<file path="src/tmc_defines.vh">
// tmc_defines.vh: register indices, field positions, reset values and sizes of the timer control block.
// assumes: included by tmc_timer.v only; the bus word address equals the register index.
`ifndef TMC_DEFINES_VH
`define TMC_DEFINES_VH

// register indices (byte address is four times the index)
`define TMC_IDX_MODE 5'h00
`define TMC_IDX_IRQ_EN 5'h02
`define TMC_IDX_FLAGS 5'h06
`define TMC_IDX_FIFO_LEVEL 5'h07
`define TMC_IDX_COUNT 5'h08
`define TMC_IDX_FINAL 5'h0C
`define TMC_IDX_FIFO_DATA 5'h10

// mode register fields
`define TMC_MODE_INPUT 0
`define TMC_MODE_CLEAR 1
`define TMC_MODE_COUNT_EN 2
`define TMC_MODE_OUT_EN 3
`define TMC_MODE_SUB 4
`define TMC_MODE_EDGE_HI 7
`define TMC_MODE_EDGE_LO 6
`define TMC_MODE_WMASK 8'hDF
`define TMC_MODE_RESET 8'h02

// flag and enable fields
`define TMC_FLG_CYC_END 0
`define TMC_FLG_DATA_ACT 1
`define TMC_FLG_HALF 2
`define TMC_FLG_DMA 3
`define TMC_FLG_OVF 4
`define TMC_FLG_MASK 8'h1F

// edge select codes
`define TMC_EDGE_NONE 2'h0
`define TMC_EDGE_ANY 2'h1
`define TMC_EDGE_FALL 2'h2
`define TMC_EDGE_RISE 2'h3

// sizes
`define TMC_CW 26
`define TMC_FIFO_DEPTH 4'h8
`define TMC_FIFO_HALF 4'h4
`define TMC_REP_1 5'h01
`define TMC_REP_4 5'h04
`define TMC_REP_8 5'h08
`define TMC_REP_16 5'h10

`endif

</file>
<file path="src/tmc_timer.v">
// tmc_timer.v: 26-bit timer with mode control, edge capture/count, pwm output, 8-entry fifo and flags.
// assumes: one clock ref_clk, avalon-mm slave with word addressing, timer input synchronous to ref_clk.
//
// Implementation choices: the Avalon-MM register port and the register addresses.
`include "tmc_defines.vh"

module tmc_timer #(
   parameter DMA_CAPABLE = 1
) (
   input wire ref_clk,
   input wire reset_n,
   input wire [4:0] avs_address,
   input wire avs_read,
   input wire avs_write,
   input wire [31:0] avs_writedata,
   input wire [3:0] avs_byteenable,
   output wire [31:0] avs_readdata,
   output wire avs_waitrequest,
   input wire timer_in,
   output wire timer_out,
   output wire timer_out_oe,
   input wire dma_done,
   output wire timer_irq
);

   // phase states of the pwm period
   localparam PH_ACTIVE = 2'b01;
   localparam PH_IDLE = 2'b10;

   function edge_hit;
      input [1:0] sel;
      input prev;
      input cur;
      begin
         case (sel)
            `TMC_EDGE_ANY: edge_hit = prev ^ cur;
            `TMC_EDGE_FALL: edge_hit = prev & ~cur;
            `TMC_EDGE_RISE: edge_hit = ~prev & cur;
            default: edge_hit = 1'b0;
         endcase
      end
   endfunction

   function [4:0] repeat_count;
      input [1:0] sel;
      begin
         case (sel)
            2'h1: repeat_count = `TMC_REP_4;
            2'h2: repeat_count = `TMC_REP_8;
            2'h3: repeat_count = `TMC_REP_16;
            default: repeat_count = `TMC_REP_1;
         endcase
      end
   endfunction

   function [31:0] lane_merge;
      input [31:0] old;
      input [31:0] wd;
      input [3:0] be;
      integer i;
      begin
         lane_merge = old;
         for (i = 0; i < 4; i = i + 1) begin
            if (be[i]) begin
               lane_merge[i*8 +: 8] = wd[i*8 +: 8];
            end
         end
      end
   endfunction

   function reg_sel;
      input [4:0] addr;
      input [4:0] idx;
      begin
         reg_sel = (addr == idx);
      end
   endfunction

   function [31:0] word_ext;
      input [`TMC_CW-1:0] val;
      begin
         word_ext = {6'h00, val};
      end
   endfunction

   reg [7:0] mode_q;
   reg [7:0] irq_en_q;
   reg [7:0] flags_q;
   reg [7:0] flags_d;
   reg [`TMC_CW-1:0] count_q;
   reg [`TMC_CW-1:0] count_d;
   reg [`TMC_CW-1:0] final_q;
   reg [`TMC_CW-1:0] fifo_mem [0:7];
   reg [2:0] wr_ptr_q;
   reg [2:0] rd_ptr_q;
   reg [3:0] level_q;
   reg [3:0] level_d;
   reg [`TMC_CW-1:0] duty_q;
   reg [4:0] rep_q;
   reg [1:0] phase_q;
   reg [1:0] phase_d;
   reg in_prev_q;
   reg out_q;
   reg oe_q;
   reg rd_done_q;
   reg [31:0] rdata_q;
   reg [31:0] rdata_d;

   wire input_mode = mode_q[`TMC_MODE_INPUT];
   wire count_mode = input_mode & mode_q[`TMC_MODE_SUB];
   wire capture_mode = input_mode & ~mode_q[`TMC_MODE_SUB];
   wire pwm_mode = ~input_mode & mode_q[`TMC_MODE_OUT_EN];
   wire clear_all = mode_q[`TMC_MODE_CLEAR];
   wire run = mode_q[`TMC_MODE_COUNT_EN];
   wire [1:0] edge_sel = mode_q[`TMC_MODE_EDGE_HI:`TMC_MODE_EDGE_LO];
   wire in_edge = edge_hit(edge_sel, in_prev_q, timer_in);
   wire [`TMC_CW-1:0] count_inc = count_q + 1'b1;
   wire at_final = (count_inc == final_q);
   wire [`TMC_FLG_OVF:0] irq_hits = flags_q[`TMC_FLG_OVF:0] & irq_en_q[`TMC_FLG_OVF:0];

   // fifo occupancy
   wire fifo_full = (level_q == `TMC_FIFO_DEPTH);
   wire fifo_empty = (level_q == 4'h0);
   wire fifo_last = (level_q == 4'h1);

   // bus decode
   wire wr_mode = avs_write & avs_byteenable[0] & reg_sel(avs_address, `TMC_IDX_MODE);
   wire wr_ie = avs_write & avs_byteenable[0] & reg_sel(avs_address, `TMC_IDX_IRQ_EN);
   wire wr_flags = avs_write & avs_byteenable[0] & reg_sel(avs_address, `TMC_IDX_FLAGS);
   wire wr_final = avs_write & (|avs_byteenable) & reg_sel(avs_address, `TMC_IDX_FINAL);
   wire wr_fifo = avs_write & avs_byteenable[0] & reg_sel(avs_address, `TMC_IDX_FIFO_DATA);
   wire rd_take = avs_read & ~rd_done_q;
   wire rd_fifo = rd_take & reg_sel(avs_address, `TMC_IDX_FIFO_DATA);
   wire [31:0] final_merge = lane_merge(word_ext(final_q), avs_writedata, avs_byteenable);

   assign avs_waitrequest = avs_read & ~rd_done_q;
   assign avs_readdata = rdata_q;
   assign timer_out = out_q;
   assign timer_out_oe = oe_q;
   assign timer_irq = |irq_hits;

   // datapath events
   reg push;
   reg pop;
   reg [`TMC_CW-1:0] push_val;
   reg ev_cyc;
   reg ev_act;
   reg ev_ovf;
   reg ev_half;
   reg pwm_load;
   reg [4:0] rep_d;
   reg pwm_level;

   always @* begin
      push = 1'b0;
      pop = 1'b0;
      push_val = avs_writedata[`TMC_CW-1:0];
      ev_cyc = 1'b0;
      ev_act = 1'b0;
      ev_ovf = 1'b0;
      ev_half = 1'b0;
      pwm_load = 1'b0;
      rep_d = rep_q;
      phase_d = phase_q;
      count_d = count_q;
      level_d = level_q;
      if (run) begin
         if (capture_mode) begin
            if (in_edge) begin
               push = ~fifo_full;
               push_val = count_inc;
               ev_act = 1'b1;
               count_d = {`TMC_CW{1'b0}};
            end else if (at_final) begin
               ev_cyc = 1'b1;
               count_d = {`TMC_CW{1'b0}};
            end else begin
               count_d = count_inc;
            end
         end else if (count_mode) begin
            if (in_edge) begin
               if (at_final) begin
                  ev_cyc = 1'b1;
                  count_d = {`TMC_CW{1'b0}};
               end else begin
                  count_d = count_inc;
               end
            end
         end else begin
            if (at_final) begin
               ev_cyc = 1'b1;
               count_d = {`TMC_CW{1'b0}};
               if (pwm_mode) begin
                  phase_d = PH_ACTIVE;
                  if (rep_q <= `TMC_REP_1) begin
                     rep_d = repeat_count(edge_sel);
                     pwm_load = ~fifo_empty;
                     pop = pwm_load;
                     ev_ovf = ~pwm_load | fifo_last;
                  end else begin
                     rep_d = rep_q - 1'b1;
                  end
               end
            end else begin
               count_d = count_inc;
               if (pwm_mode && phase_q == PH_ACTIVE && count_inc >= duty_q) begin
                  phase_d = PH_IDLE;
                  ev_act = 1'b1;
               end
            end
         end
      end
      if (wr_fifo && !input_mode && !fifo_full) begin
         push = 1'b1;
      end
      if (rd_fifo && input_mode && !fifo_empty) begin
         pop = 1'b1;
      end
      level_d = level_q + {3'h0, push} - {3'h0, pop};
      if (capture_mode) begin
         ev_ovf = ev_ovf | (push & (level_d == `TMC_FIFO_DEPTH));
         ev_half = (level_q >= `TMC_FIFO_HALF);
      end
      if (pwm_mode) begin
         ev_half = (level_q < `TMC_FIFO_HALF);
      end
      if (wr_final) begin
         count_d = {`TMC_CW{1'b0}};
      end
   end

   // flags: a set in the same cycle as a write-1 clear wins
   always @* begin
      flags_d = flags_q;
      if (wr_flags) begin
         flags_d = flags_q & ~avs_writedata[7:0];
      end
      flags_d[`TMC_FLG_CYC_END] = flags_d[`TMC_FLG_CYC_END] | ev_cyc;
      flags_d[`TMC_FLG_DATA_ACT] = flags_d[`TMC_FLG_DATA_ACT] | ev_act;
      flags_d[`TMC_FLG_HALF] = flags_d[`TMC_FLG_HALF] | ev_half;
      flags_d[`TMC_FLG_DMA] = flags_d[`TMC_FLG_DMA] | (dma_done & (DMA_CAPABLE != 0));
      flags_d[`TMC_FLG_OVF] = flags_d[`TMC_FLG_OVF] | ev_ovf;
      flags_d = flags_d & `TMC_FLG_MASK;
   end

   // pwm level: active while the period is in its active phase and count_q is below duty_q
   always @* begin
      pwm_level = (phase_q == PH_ACTIVE) & (count_q < duty_q);
   end

   // read mux
   always @* begin
      case (avs_address)
         `TMC_IDX_MODE: rdata_d = {24'h0, mode_q};
         `TMC_IDX_IRQ_EN: rdata_d = {24'h0, irq_en_q};
         `TMC_IDX_FLAGS: rdata_d = {24'h0, flags_q};
         `TMC_IDX_FIFO_LEVEL: rdata_d = {28'h0, level_q};
         `TMC_IDX_COUNT: rdata_d = word_ext(count_q);
         `TMC_IDX_FINAL: rdata_d = word_ext(final_q);
         `TMC_IDX_FIFO_DATA: rdata_d = word_ext(fifo_mem[rd_ptr_q]);
         default: rdata_d = 32'h0;
      endcase
   end

   always @(posedge ref_clk or negedge reset_n) begin
      if (!reset_n) begin
         mode_q <= `TMC_MODE_RESET;
         irq_en_q <= 8'h00;
         flags_q <= 8'h00;
         final_q <= {`TMC_CW{1'b0}};
         rd_done_q <= 1'b0;
         rdata_q <= 32'h0;
      end else begin
         rd_done_q <= rd_take;
         if (rd_take) begin
            rdata_q <= rdata_d;
         end
         if (wr_mode) begin
            mode_q <= avs_writedata[7:0] & `TMC_MODE_WMASK;
         end
         if (wr_ie) begin
            irq_en_q <= avs_writedata[7:0] & `TMC_FLG_MASK;
         end
         if (wr_final) begin
            final_q <= final_merge[`TMC_CW-1:0];
         end
         flags_q <= clear_all ? 8'h00 : flags_d;
      end
   end

   always @(posedge ref_clk or negedge reset_n) begin
      if (!reset_n) begin
         count_q <= {`TMC_CW{1'b0}};
         wr_ptr_q <= 3'h0;
         rd_ptr_q <= 3'h0;
         level_q <= 4'h0;
         duty_q <= {`TMC_CW{1'b0}};
         rep_q <= `TMC_REP_1;
         phase_q <= PH_IDLE;
         in_prev_q <= 1'b0;
      end else begin
         in_prev_q <= timer_in;
         if (clear_all) begin
            count_q <= {`TMC_CW{1'b0}};
            wr_ptr_q <= 3'h0;
            rd_ptr_q <= 3'h0;
            level_q <= 4'h0;
            rep_q <= `TMC_REP_1;
            phase_q <= PH_IDLE;
         end else begin
            count_q <= count_d;
            level_q <= level_d;
            rep_q <= rep_d;
            phase_q <= phase_d;
            if (push) begin
               wr_ptr_q <= wr_ptr_q + 1'b1;
            end
            if (pop) begin
               rd_ptr_q <= rd_ptr_q + 1'b1;
            end
            if (pwm_load) begin
               duty_q <= fifo_mem[rd_ptr_q];
            end
         end
      end
   end

   // fifo storage, data only, no reset needed
   always @(posedge ref_clk) begin
      if (push && !clear_all) begin
         fifo_mem[wr_ptr_q] <= push_val;
      end
   end

   // output pin
   wire pwm_drive = pwm_mode & pwm_level;

   always @(posedge ref_clk or negedge reset_n) begin
      if (!reset_n) begin
         out_q <= 1'b0;
         oe_q <= 1'b0;
      end else begin
         oe_q <= mode_q[`TMC_MODE_OUT_EN];
         if (mode_q[`TMC_MODE_OUT_EN]) begin
            out_q <= pwm_drive ^ (pwm_mode & mode_q[`TMC_MODE_SUB]);
         end else begin
            out_q <= 1'b0;
         end
      end
   end

endmodule // tmc_timer

</file>
<file path="config.mk">
export PLATFORM = sky130hd
export DESIGN_NAME = tmc_timer
export DESIGN_NICKNAME = d
export VERILOG_FILES = /design/src/tmc_timer.v
export VERILOG_INCLUDE_DIRS = /design/src /design/src/src
export SDC_FILE = /design/constraint.sdc
export NUM_CORES = 1
export LEC_CHECK = 0
export BUFFER_PORTS_ARGS = -buffer_cell sky130_fd_sc_hd__buf_2
export CORE_MARGIN = 2
export CORE_UTILIZATION = 36
export DETAILED_ROUTE_END_ITERATION = 10
export PLACE_DENSITY = 0.57
export REMOVE_ABC_BUFFERS = 1
export SLEW_MARGIN = 20
export SYNTH_ARGS = -nofsm -noshare
export SYNTH_HDL_FRONTEND = slang
export SYNTH_SLANG_ARGS = --single-unit
</file>
<file path="constraint.sdc">
create_clock -name ref_clk -period 4.38 [get_ports ref_clk]
set_input_delay 0.219 -clock ref_clk [delete_from_list [all_inputs] [get_ports ref_clk]]
set_output_delay 0.219 -clock ref_clk [all_outputs]
set_load 0.01 [all_outputs]
</file>
==> impl_metrics.csv, run 1 <==
group,metric,value,unit
clock_tree,htree_levels,2,
sta,timing.final.crit_share,97.1,%
synthesis,ys_ff_latch,350,
clock_tree,root_buffer,"clkbuf_16",
detailed_routing,totalWireLength,50300,um
worst_setup_path,critPathMaxFanout,8,
power,leakagePower,8.39,nW
sta,setup_viol,0,
power,swShare,27.4,%
power,p_clk_share,39.0,%
detailed_routing,via_count,12091,
global_routing,grt_max_degree,79,
floorplan,rows,81,
clock_tree,clkTransAtPathRegs,0.06,ns
layout,drive_gt1_share,30.6,%
place,placed_area,19500,um2
worst_setup_path,cp_cell_sequence,"buf_4 > nand3_1 > buf_4 > nor3_2 > xnor2_2 > nand2_1 > nor4_2 > nand4_1 > or4_4 > o21ai_4 > ha_4 > inv_2 > ha_4 > inv_2 > fa_1 > nor3b_2 > nand3_1 > o21ai_1 > a41o_1",
detailed_routing,drc,0,
synthesis,avgSynthCellArea,13.1,um2
sta,drv_slew,0,
detailed_routing,dr.pass1.iters,6,
sta,tns,0,ns
detailed_routing,via_per_inst,5.43,
power,seqPwrFrac,42.3,%
floorplan,die_height,226,um
place,dp_slack,-0.136,ns
synthesis,netlist_top_cells_count,"208 x edfxtp_1, 139 x dfrtp_1, 92 x mux2_2",
sta,fin_skew,0.0170,ns
power,p_comb_share,18.7,%
synthesis,synth_warnings,0,
sta,fin_ws,0.127,ns
place,io_buffers,70,
sta,tightest_slew,1.12,ns
synthesis,synth_top_cell_by_area,"edfxtp_1",
synthesis,netlist.area_leader.share,35.1,%
floorplan,top_level_ports,83,
place,place.detailed.hpwl,34800,um
layout,fin_cells,2228,
flow_run,maxCapViolCount,0,
place,placedCellCount,2115,
synthesis,synth_edf_count,208,
global_routing,grt_pass1_wl,76000,um
power,net-switching-power,2.47,mW
worst_setup_path,arrival,4.70,ns
run_status,status,"complete, no violations",
worst_setup_path,worstSetupStartpointType,"flop",
worst_setup_path,cp_slowest_cell,"or4_4",
clock_tree,worstSkewPairLatency,0.56,ns
layout,fill_cells,4515,
synthesis,synth-seq-area-share,55.1,%
global_routing,grt_pass1_vias,12062,
worst_setup_path,critPathMaxStageDelay,0.58,ns
power,power.internal,6.55,mW
clock_tree,cts_tree,"done",
sta,hold_viol,0,
worst_setup_path,required,4.83,ns
clock_tree,clock_sinks,350,
detailed_routing,wl_per_cell,22.6,um
clock_tree,cts-buffers-inserted,39,
floorplan,dieWidth,226,um
detailed_routing,ant_nets,0,
sta,fmax,235,MHz
worst_setup_path,cp_top_family,"simple AND/OR/NAND/NOR gates",
synthesis,synth_cell_types,81,
worst_hold_path,min_path_type,"input port to flop",
layout,finalNetCount,1648,
layout,postLayoutCoreUtil,43.8,%
place,finalWeightedCongestion,0.883,
worst_setup_path,critical_path_class,"flop to flop",
synthesis,synth.most_common_cell,"edfxtp_1",
synthesis,ys_async_sr_fraction,40.6,%
synthesis,syn_inst,1356,
global_routing,overflow,0,
floorplan,initial_utilization,36.4,%
synthesis,synthesis.area,17800,um2
global_routing,antenna_found_initial,2,
sta,relSlewSlack,25.6,%
power,vdd_drop_max,0.430,mV
layout,final_area,21400,um2
clock_tree,ctsLongestPathBuffers,3,
floorplan,die_area,51200,um2
synthesis,ys.flop_type,"edfxtp_1",
global_routing,grt_use_total,20.0,%
worst_setup_path,crit_buf_inv,4,
worst_setup_path,worstSetupEndpointType,"flop",
floorplan,core,48800,um2
layout,area_growth,20.5,%
synthesis,synthTopCellsByArea,"edfxtp_1 35%, dfrtp_1 20%, mux4_2 6.6%",
detailed_routing,drt-initial-drc-count,833,
power,power_density,421,nW/um2
sta,fin_crit,4.25,ns
==> sequential cells by signal, indices dropped and copies added (netlist names), 2 cells and up <==
signal / count
phase_q: 2
final_q: 26
wr_ptr_q: 3
mode_q: 7
rep_q: 5
avs_readdata: 26
fifo_mem: 208
irq_en_q: 5
level_q: 4
rd_ptr_q: 3
duty_q: 26
flags_q: 5
count_q: 26
==> area by class of cell <==
cell class                      instances  area, um2  area share (%)
Antenna cell                            1       2.50          0.0117
Clock buffer                           48       1060            4.96
Clock inverter                         22        303            1.41
Inverter                               67        251            1.17
Multi-Input combinational cell        857       7570            35.4
Sequential cell                       350       9810            45.8
Tap cell                              664        831            3.88
Timing Repair Buffer                  219       1580            7.37
==> logic make-up after synthesis <==
group	count (synthesis)	share of synthesized area (%)
AOI/OAI and AO/OA	238	9.14
xor gates and xnor gates	48	2.79
adders and majority gates	67	4.76
buffers and inverters	154	3.71
DFF	350	55.1
muxes	178	14.9
other	1	0.0211
and+or+nand+nor	320	9.58
==> per-stage QoR <==
stage / power (mW) / hold WS [ns]
after floorplan: 4.76 / -0.0766
after global placement: 5.41 / 0.320
after detailed placement: 5.43 / 0.335
after CTS: 8.99 / 0.00806
after global routing: 9.40 / 0.0362
final: 9.02 / 0.0492
==> power by group through the flow <==
stage          registers [mW]  clock network, mW  logic [mW]
2_1_floorplan            3.85                  0       0.916
6_report                 3.82               3.52        1.69
3_3_place_gp             3.87                  0        1.55
5_1_grt                  3.84               3.72        1.85
4_1_cts                  3.81               3.59        1.60
3_5_place_dp             3.87                  0        1.56
==> placed cells by master, fill, tap and decap left out, types with 25 or more instances in the layout <==
master,instances
a21oi_1,36
a31oi_1,32
buf_2,69
buf_4,118
clkbuf_16,41
dfrtp_1,133
dlygate4sd3_1,27
edfxtp_1,208
ha_1,63
inv_1,65
mux2_2,92
mux4_2,52
nand2_1,79
nand3_1,31
nor2_1,52
o21ai_0,55
xnor2_1,25
==> path summary, 6_finish.rpt <==
kind	start	to	slack, ns	cells past startpoint
min reg2reg	phase_q[1]$_DFFE_PN1P_	phase_q[1]$_DFFE_PN1P_	0.47	2
min	avs_writedata[3]	irq_en_q[3]$_DFFE_PN0P_	0.05	2
max reg2reg	count_q[2]$_DFFE_PN0P_	flags_q[4]$_DFF_PN0_	0.13	19
max	count_q[2]$_DFFE_PN0P_	flags_q[4]$_DFF_PN0_	0.13	19
min in group asynchronous	reset_n	avs_readdata[10]$_DFFE_PN0P_	0.28	2
max in group asynchronous	reset_n	avs_readdata[21]$_DFFE_PN0P_	2.99	3
==> metal layers <==
metal  vias up  part of all wire (%)  track usage, %
li1       5536                     -               -
met1      6196                    47            28.4
met2       291                    47            32.2
met3        68                   4.6            2.82
met4         0                   1.8            5.39
met5         -                     0               0
==> repair_timing <==
action	4_1_cts	5_1_grt
hold buffers	27	0
endpoints found under the setup margin	1	2
gates resized for setup	6	35
buffers inserted	0	15
pin swaps	0	23
hold endpoints to repair	105	0
Note: power is estimated with default switching activity, not from simulation.
==> run 2: changes to the inputs <==
CORE_MARGIN = 1.5   (was 2)
==> impl_metrics.csv, run 2 (synthesized netlist as in run 1, its figures left out) <==
group,metric,value,unit
run_status,status,"complete, no violations",
global_routing,grt_max_degree,95,
sta,tightest_slew,1.16,ns
detailed_routing,totalWireLength,50700,um
layout,largest-register,"fifo_mem",
worst_setup_path,worstReg2RegStart,"count_q[1]$_DFFE_PN0P_",
worst_hold_path,min_path_type,"input port to flop",
place,place.detailed.hpwl,35700,um
worst_setup_path,critPathMaxFanout,4,
sta,fmax,235,MHz
global_routing,antenna_found_initial,0,
worst_setup_path,worstSetupStartpointType,"flop",
worst_setup_path,reg2reg_depth,18,
sta,drv_slew,0,
sta,timing.final.crit_share,97.2,%
sta,fin_ws,0.125,ns
layout,final_common_cell,"edfxtp_1",
place,io_buffers,70,
sta,hold_viol,0,
worst_setup_path,required,4.83,ns
flow_run,maxCapViolCount,0,
place,dp_slack,-0.177,ns
power,power_density,418,nW/um2
floorplan,die_area,50700,um2
layout,fill_cells,4536,
sta,setup_viol,0,
sta,fin_skew,0.0252,ns
worst_setup_path,r2r_slack,0.12,ns
clock_tree,worstSkewPairLatency,0.58,ns
layout,n_antenna_cell,0,
power,net-switching-power,2.48,mW
floorplan,top_level_ports,83,
global_routing,grt_use_total,20.5,%
floorplan,dieWidth,225,um
global_routing,grt_pass1_wl,77300,um
clock_tree,clkTransAtPathRegs,0.06,ns
power,p_clk_share,38.8,%
worst_setup_path,critical_path_class,"flop to flop",
worst_hold_path,hold_depth,2,
power,swShare,27.8,%
power,power.internal,6.45,mW
detailed_routing,dr.pass1.iters,6,
detailed_routing,drt-initial-drc-count,833,
sta,relSlewSlack,22.8,%
global_routing,grt_use_met1,28.8,%
detailed_routing,via_per_inst,5.43,
clock_tree,ctsLongestPathBuffers,3,
floorplan,die_height,225,um
clock_tree,htree_levels,2,
global_routing,grt_pass1_vias,12397,
worst_setup_path,cp_slowest_cell,"or4_4",
worst_hold_path,min_from,"avs_writedata[1]",
worst_setup_path,critPathMaxStageDelay,0.50,ns
place,finalWeightedCongestion,0.943,
power,p_comb_share,18.3,%
sta,fin_crit,4.26,ns
global_routing,use_met3,2.63,%
detailed_routing,wl_per_cell,22.8,um
sta,rsz0062_at_grt,"yes",
global_routing,overflow,0,
power,seqPwrFrac,42.9,%
clock_tree,cts_tree,"done",
power,vdd_drop_max,0.230,mV
worst_setup_path,cp_cell_sequence,"nand4_1 > nor4_2 > buf_4 > nand2_1 > or4_4 > a21oi_2 > nand4_1 > or4_4 > o21ai_4 > ha_1 > inv_1 > ha_1 > inv_1 > fa_1 > nor3b_2 > nand3_1 > o21ai_1 > a41o_1",
worst_hold_path,hold_end,"irq_en_q[1]$_DFFE_PN0P_",
clock_tree,cts-buffers-inserted,40,
detailed_routing,via_count,12084,
detailed_routing,drc,0,
detailed_routing,ant_nets,0,
layout,drive_gt1_share,30.4,%
worst_setup_path,reg2reg_to,"flags_q[4]$_DFF_PN0_",
layout,area_growth,20.2,%
layout,final_cell_mix,"208 x edfxtp_1, 131 x dfrtp_1, 111 x buf_4",
layout,largest_reg_flops,208,
clock_tree,root_buffer,"clkbuf_16",
worst_setup_path,worstSetupEndpointType,"flop",
global_routing,grt_busiest_layer,"met2",
floorplan,initial_utilization,36.4,%
floorplan,rows,81,
worst_setup_path,arrival,4.71,ns
clock_tree,clock_sinks,350,
power,leakagePower,8.39,nW
layout,finalNetCount,1642,
layout,postLayoutCoreUtil,43.7,%
global_routing,grt.met2_usage,33.5,%
floorplan,core,48800,um2
run 2: changes by cell type in the layout (fill, tap and decap cells not counted), sizes merged:
cell         change
bufinv           -3
buf              -6
dlygate4sd3      -1
clkinv           +4
clkbuf           +6
diode            -1
inv              +1
clkinvlp         -4
run 2: stage by stage:
stage / instance area (um2) / TNS (ns) / instances / hold slack [ns] / total power, mW
2_1_floorplan: 17400 / -324.58 / 1274 / -0.0766 / 4.76
3_3_place_gp: 19600 / -0.0916 / 2121 / 0.364 / 5.43
3_5_place_dp: 19600 / -0.177 / 2121 / 0.374 / 5.45
4_1_cts: 21200 / 0 / 2221 / 0.00736 / 8.95
5_1_grt: 21400 / -0.126 / 2224 / 0.0235 / 9.30
6_report: 21400 / 0 / 2224 / 0.0338 / 8.93
run 2: critical path, delay by kind of cell (launching register included):
| family | cells | cell delay, ns |
|---|---|---|
| AOI/OAI and AO/OA | 4 | 0.64 |
| adders and majority gates | 3 | 0.84 |
| buffers and inverters | 3 | 0.31 |
| DFF | 1 | 0.42 |
| and+or+nand+nor | 8 | 1.91 |
run 2: repair_timing:
| item | CTS | global route |
|---|---|---|
| setup endpoints to repair | 1 | 2 |
| hold endpoints to repair | 119 | 0 |
| pin swaps | 0 | 2 |
| hold buffers | 26 | 0 |
| resized for setup | 6 | 29 |
| setup buffers | 0 | 3 |
run 2: power groups by stage:
stage / Clock, mW / Combinational, mW / Sequential (mW)
global placement: 0 / 1.55 / 3.87
CTS: 3.54 / 1.60 / 3.82
finish: 3.46 / 1.64 / 3.83
detailed placement: 0 / 1.57 / 3.88
floorplan: 0 / 0.916 / 3.85
global route: 3.67 / 1.79 / 3.85
run 2: layout make-up:
cell class	instances	area [um2]	share of cell area, %
tap	664	831	3.89
inverter	67	251	1.18
clock buffer	54	1130	5.31
timing repair buffer	212	1550	7.26
sequential	350	9820	45.9
clock inverter	20	239	1.12
multi-input combinational	857	7540	35.3
run 2: layer usage:
metal	wire length [um]	part of all wire [%]	up-vias
li1	-	-	5511
met1	23500	46	6196
met2	24100	48	305
met3	2160	4.3	72
met4	988	1.9	0
met5	0	0	-
run 2: worst max path at each step:
stage / start / end / slack (ns) / cells past startpoint
global route: count_q[1]$_DFFE_PN0P_ / flags_q[4]$_DFF_PN0_ / -0.13 / 19
finish: count_q[1]$_DFFE_PN0P_ / flags_q[4]$_DFF_PN0_ / 0.12 / 18
floorplan: in_prev_q$_DFF_PN0_ / fifo_mem[0][0]$_DFFE_PP_ / -2.14 / 7
global placement: count_q[0]$_DFFE_PN0P_ / flags_q[4]$_DFF_PN0_ / -0.09 / 18
detailed placement: count_q[0]$_DFFE_PN0P_ / flags_q[4]$_DFF_PN0_ / -0.18 / 18
CTS: count_q[0]$_DFFE_PN0P_ / flags_q[4]$_DFF_PN0_ / 0.008 / 18
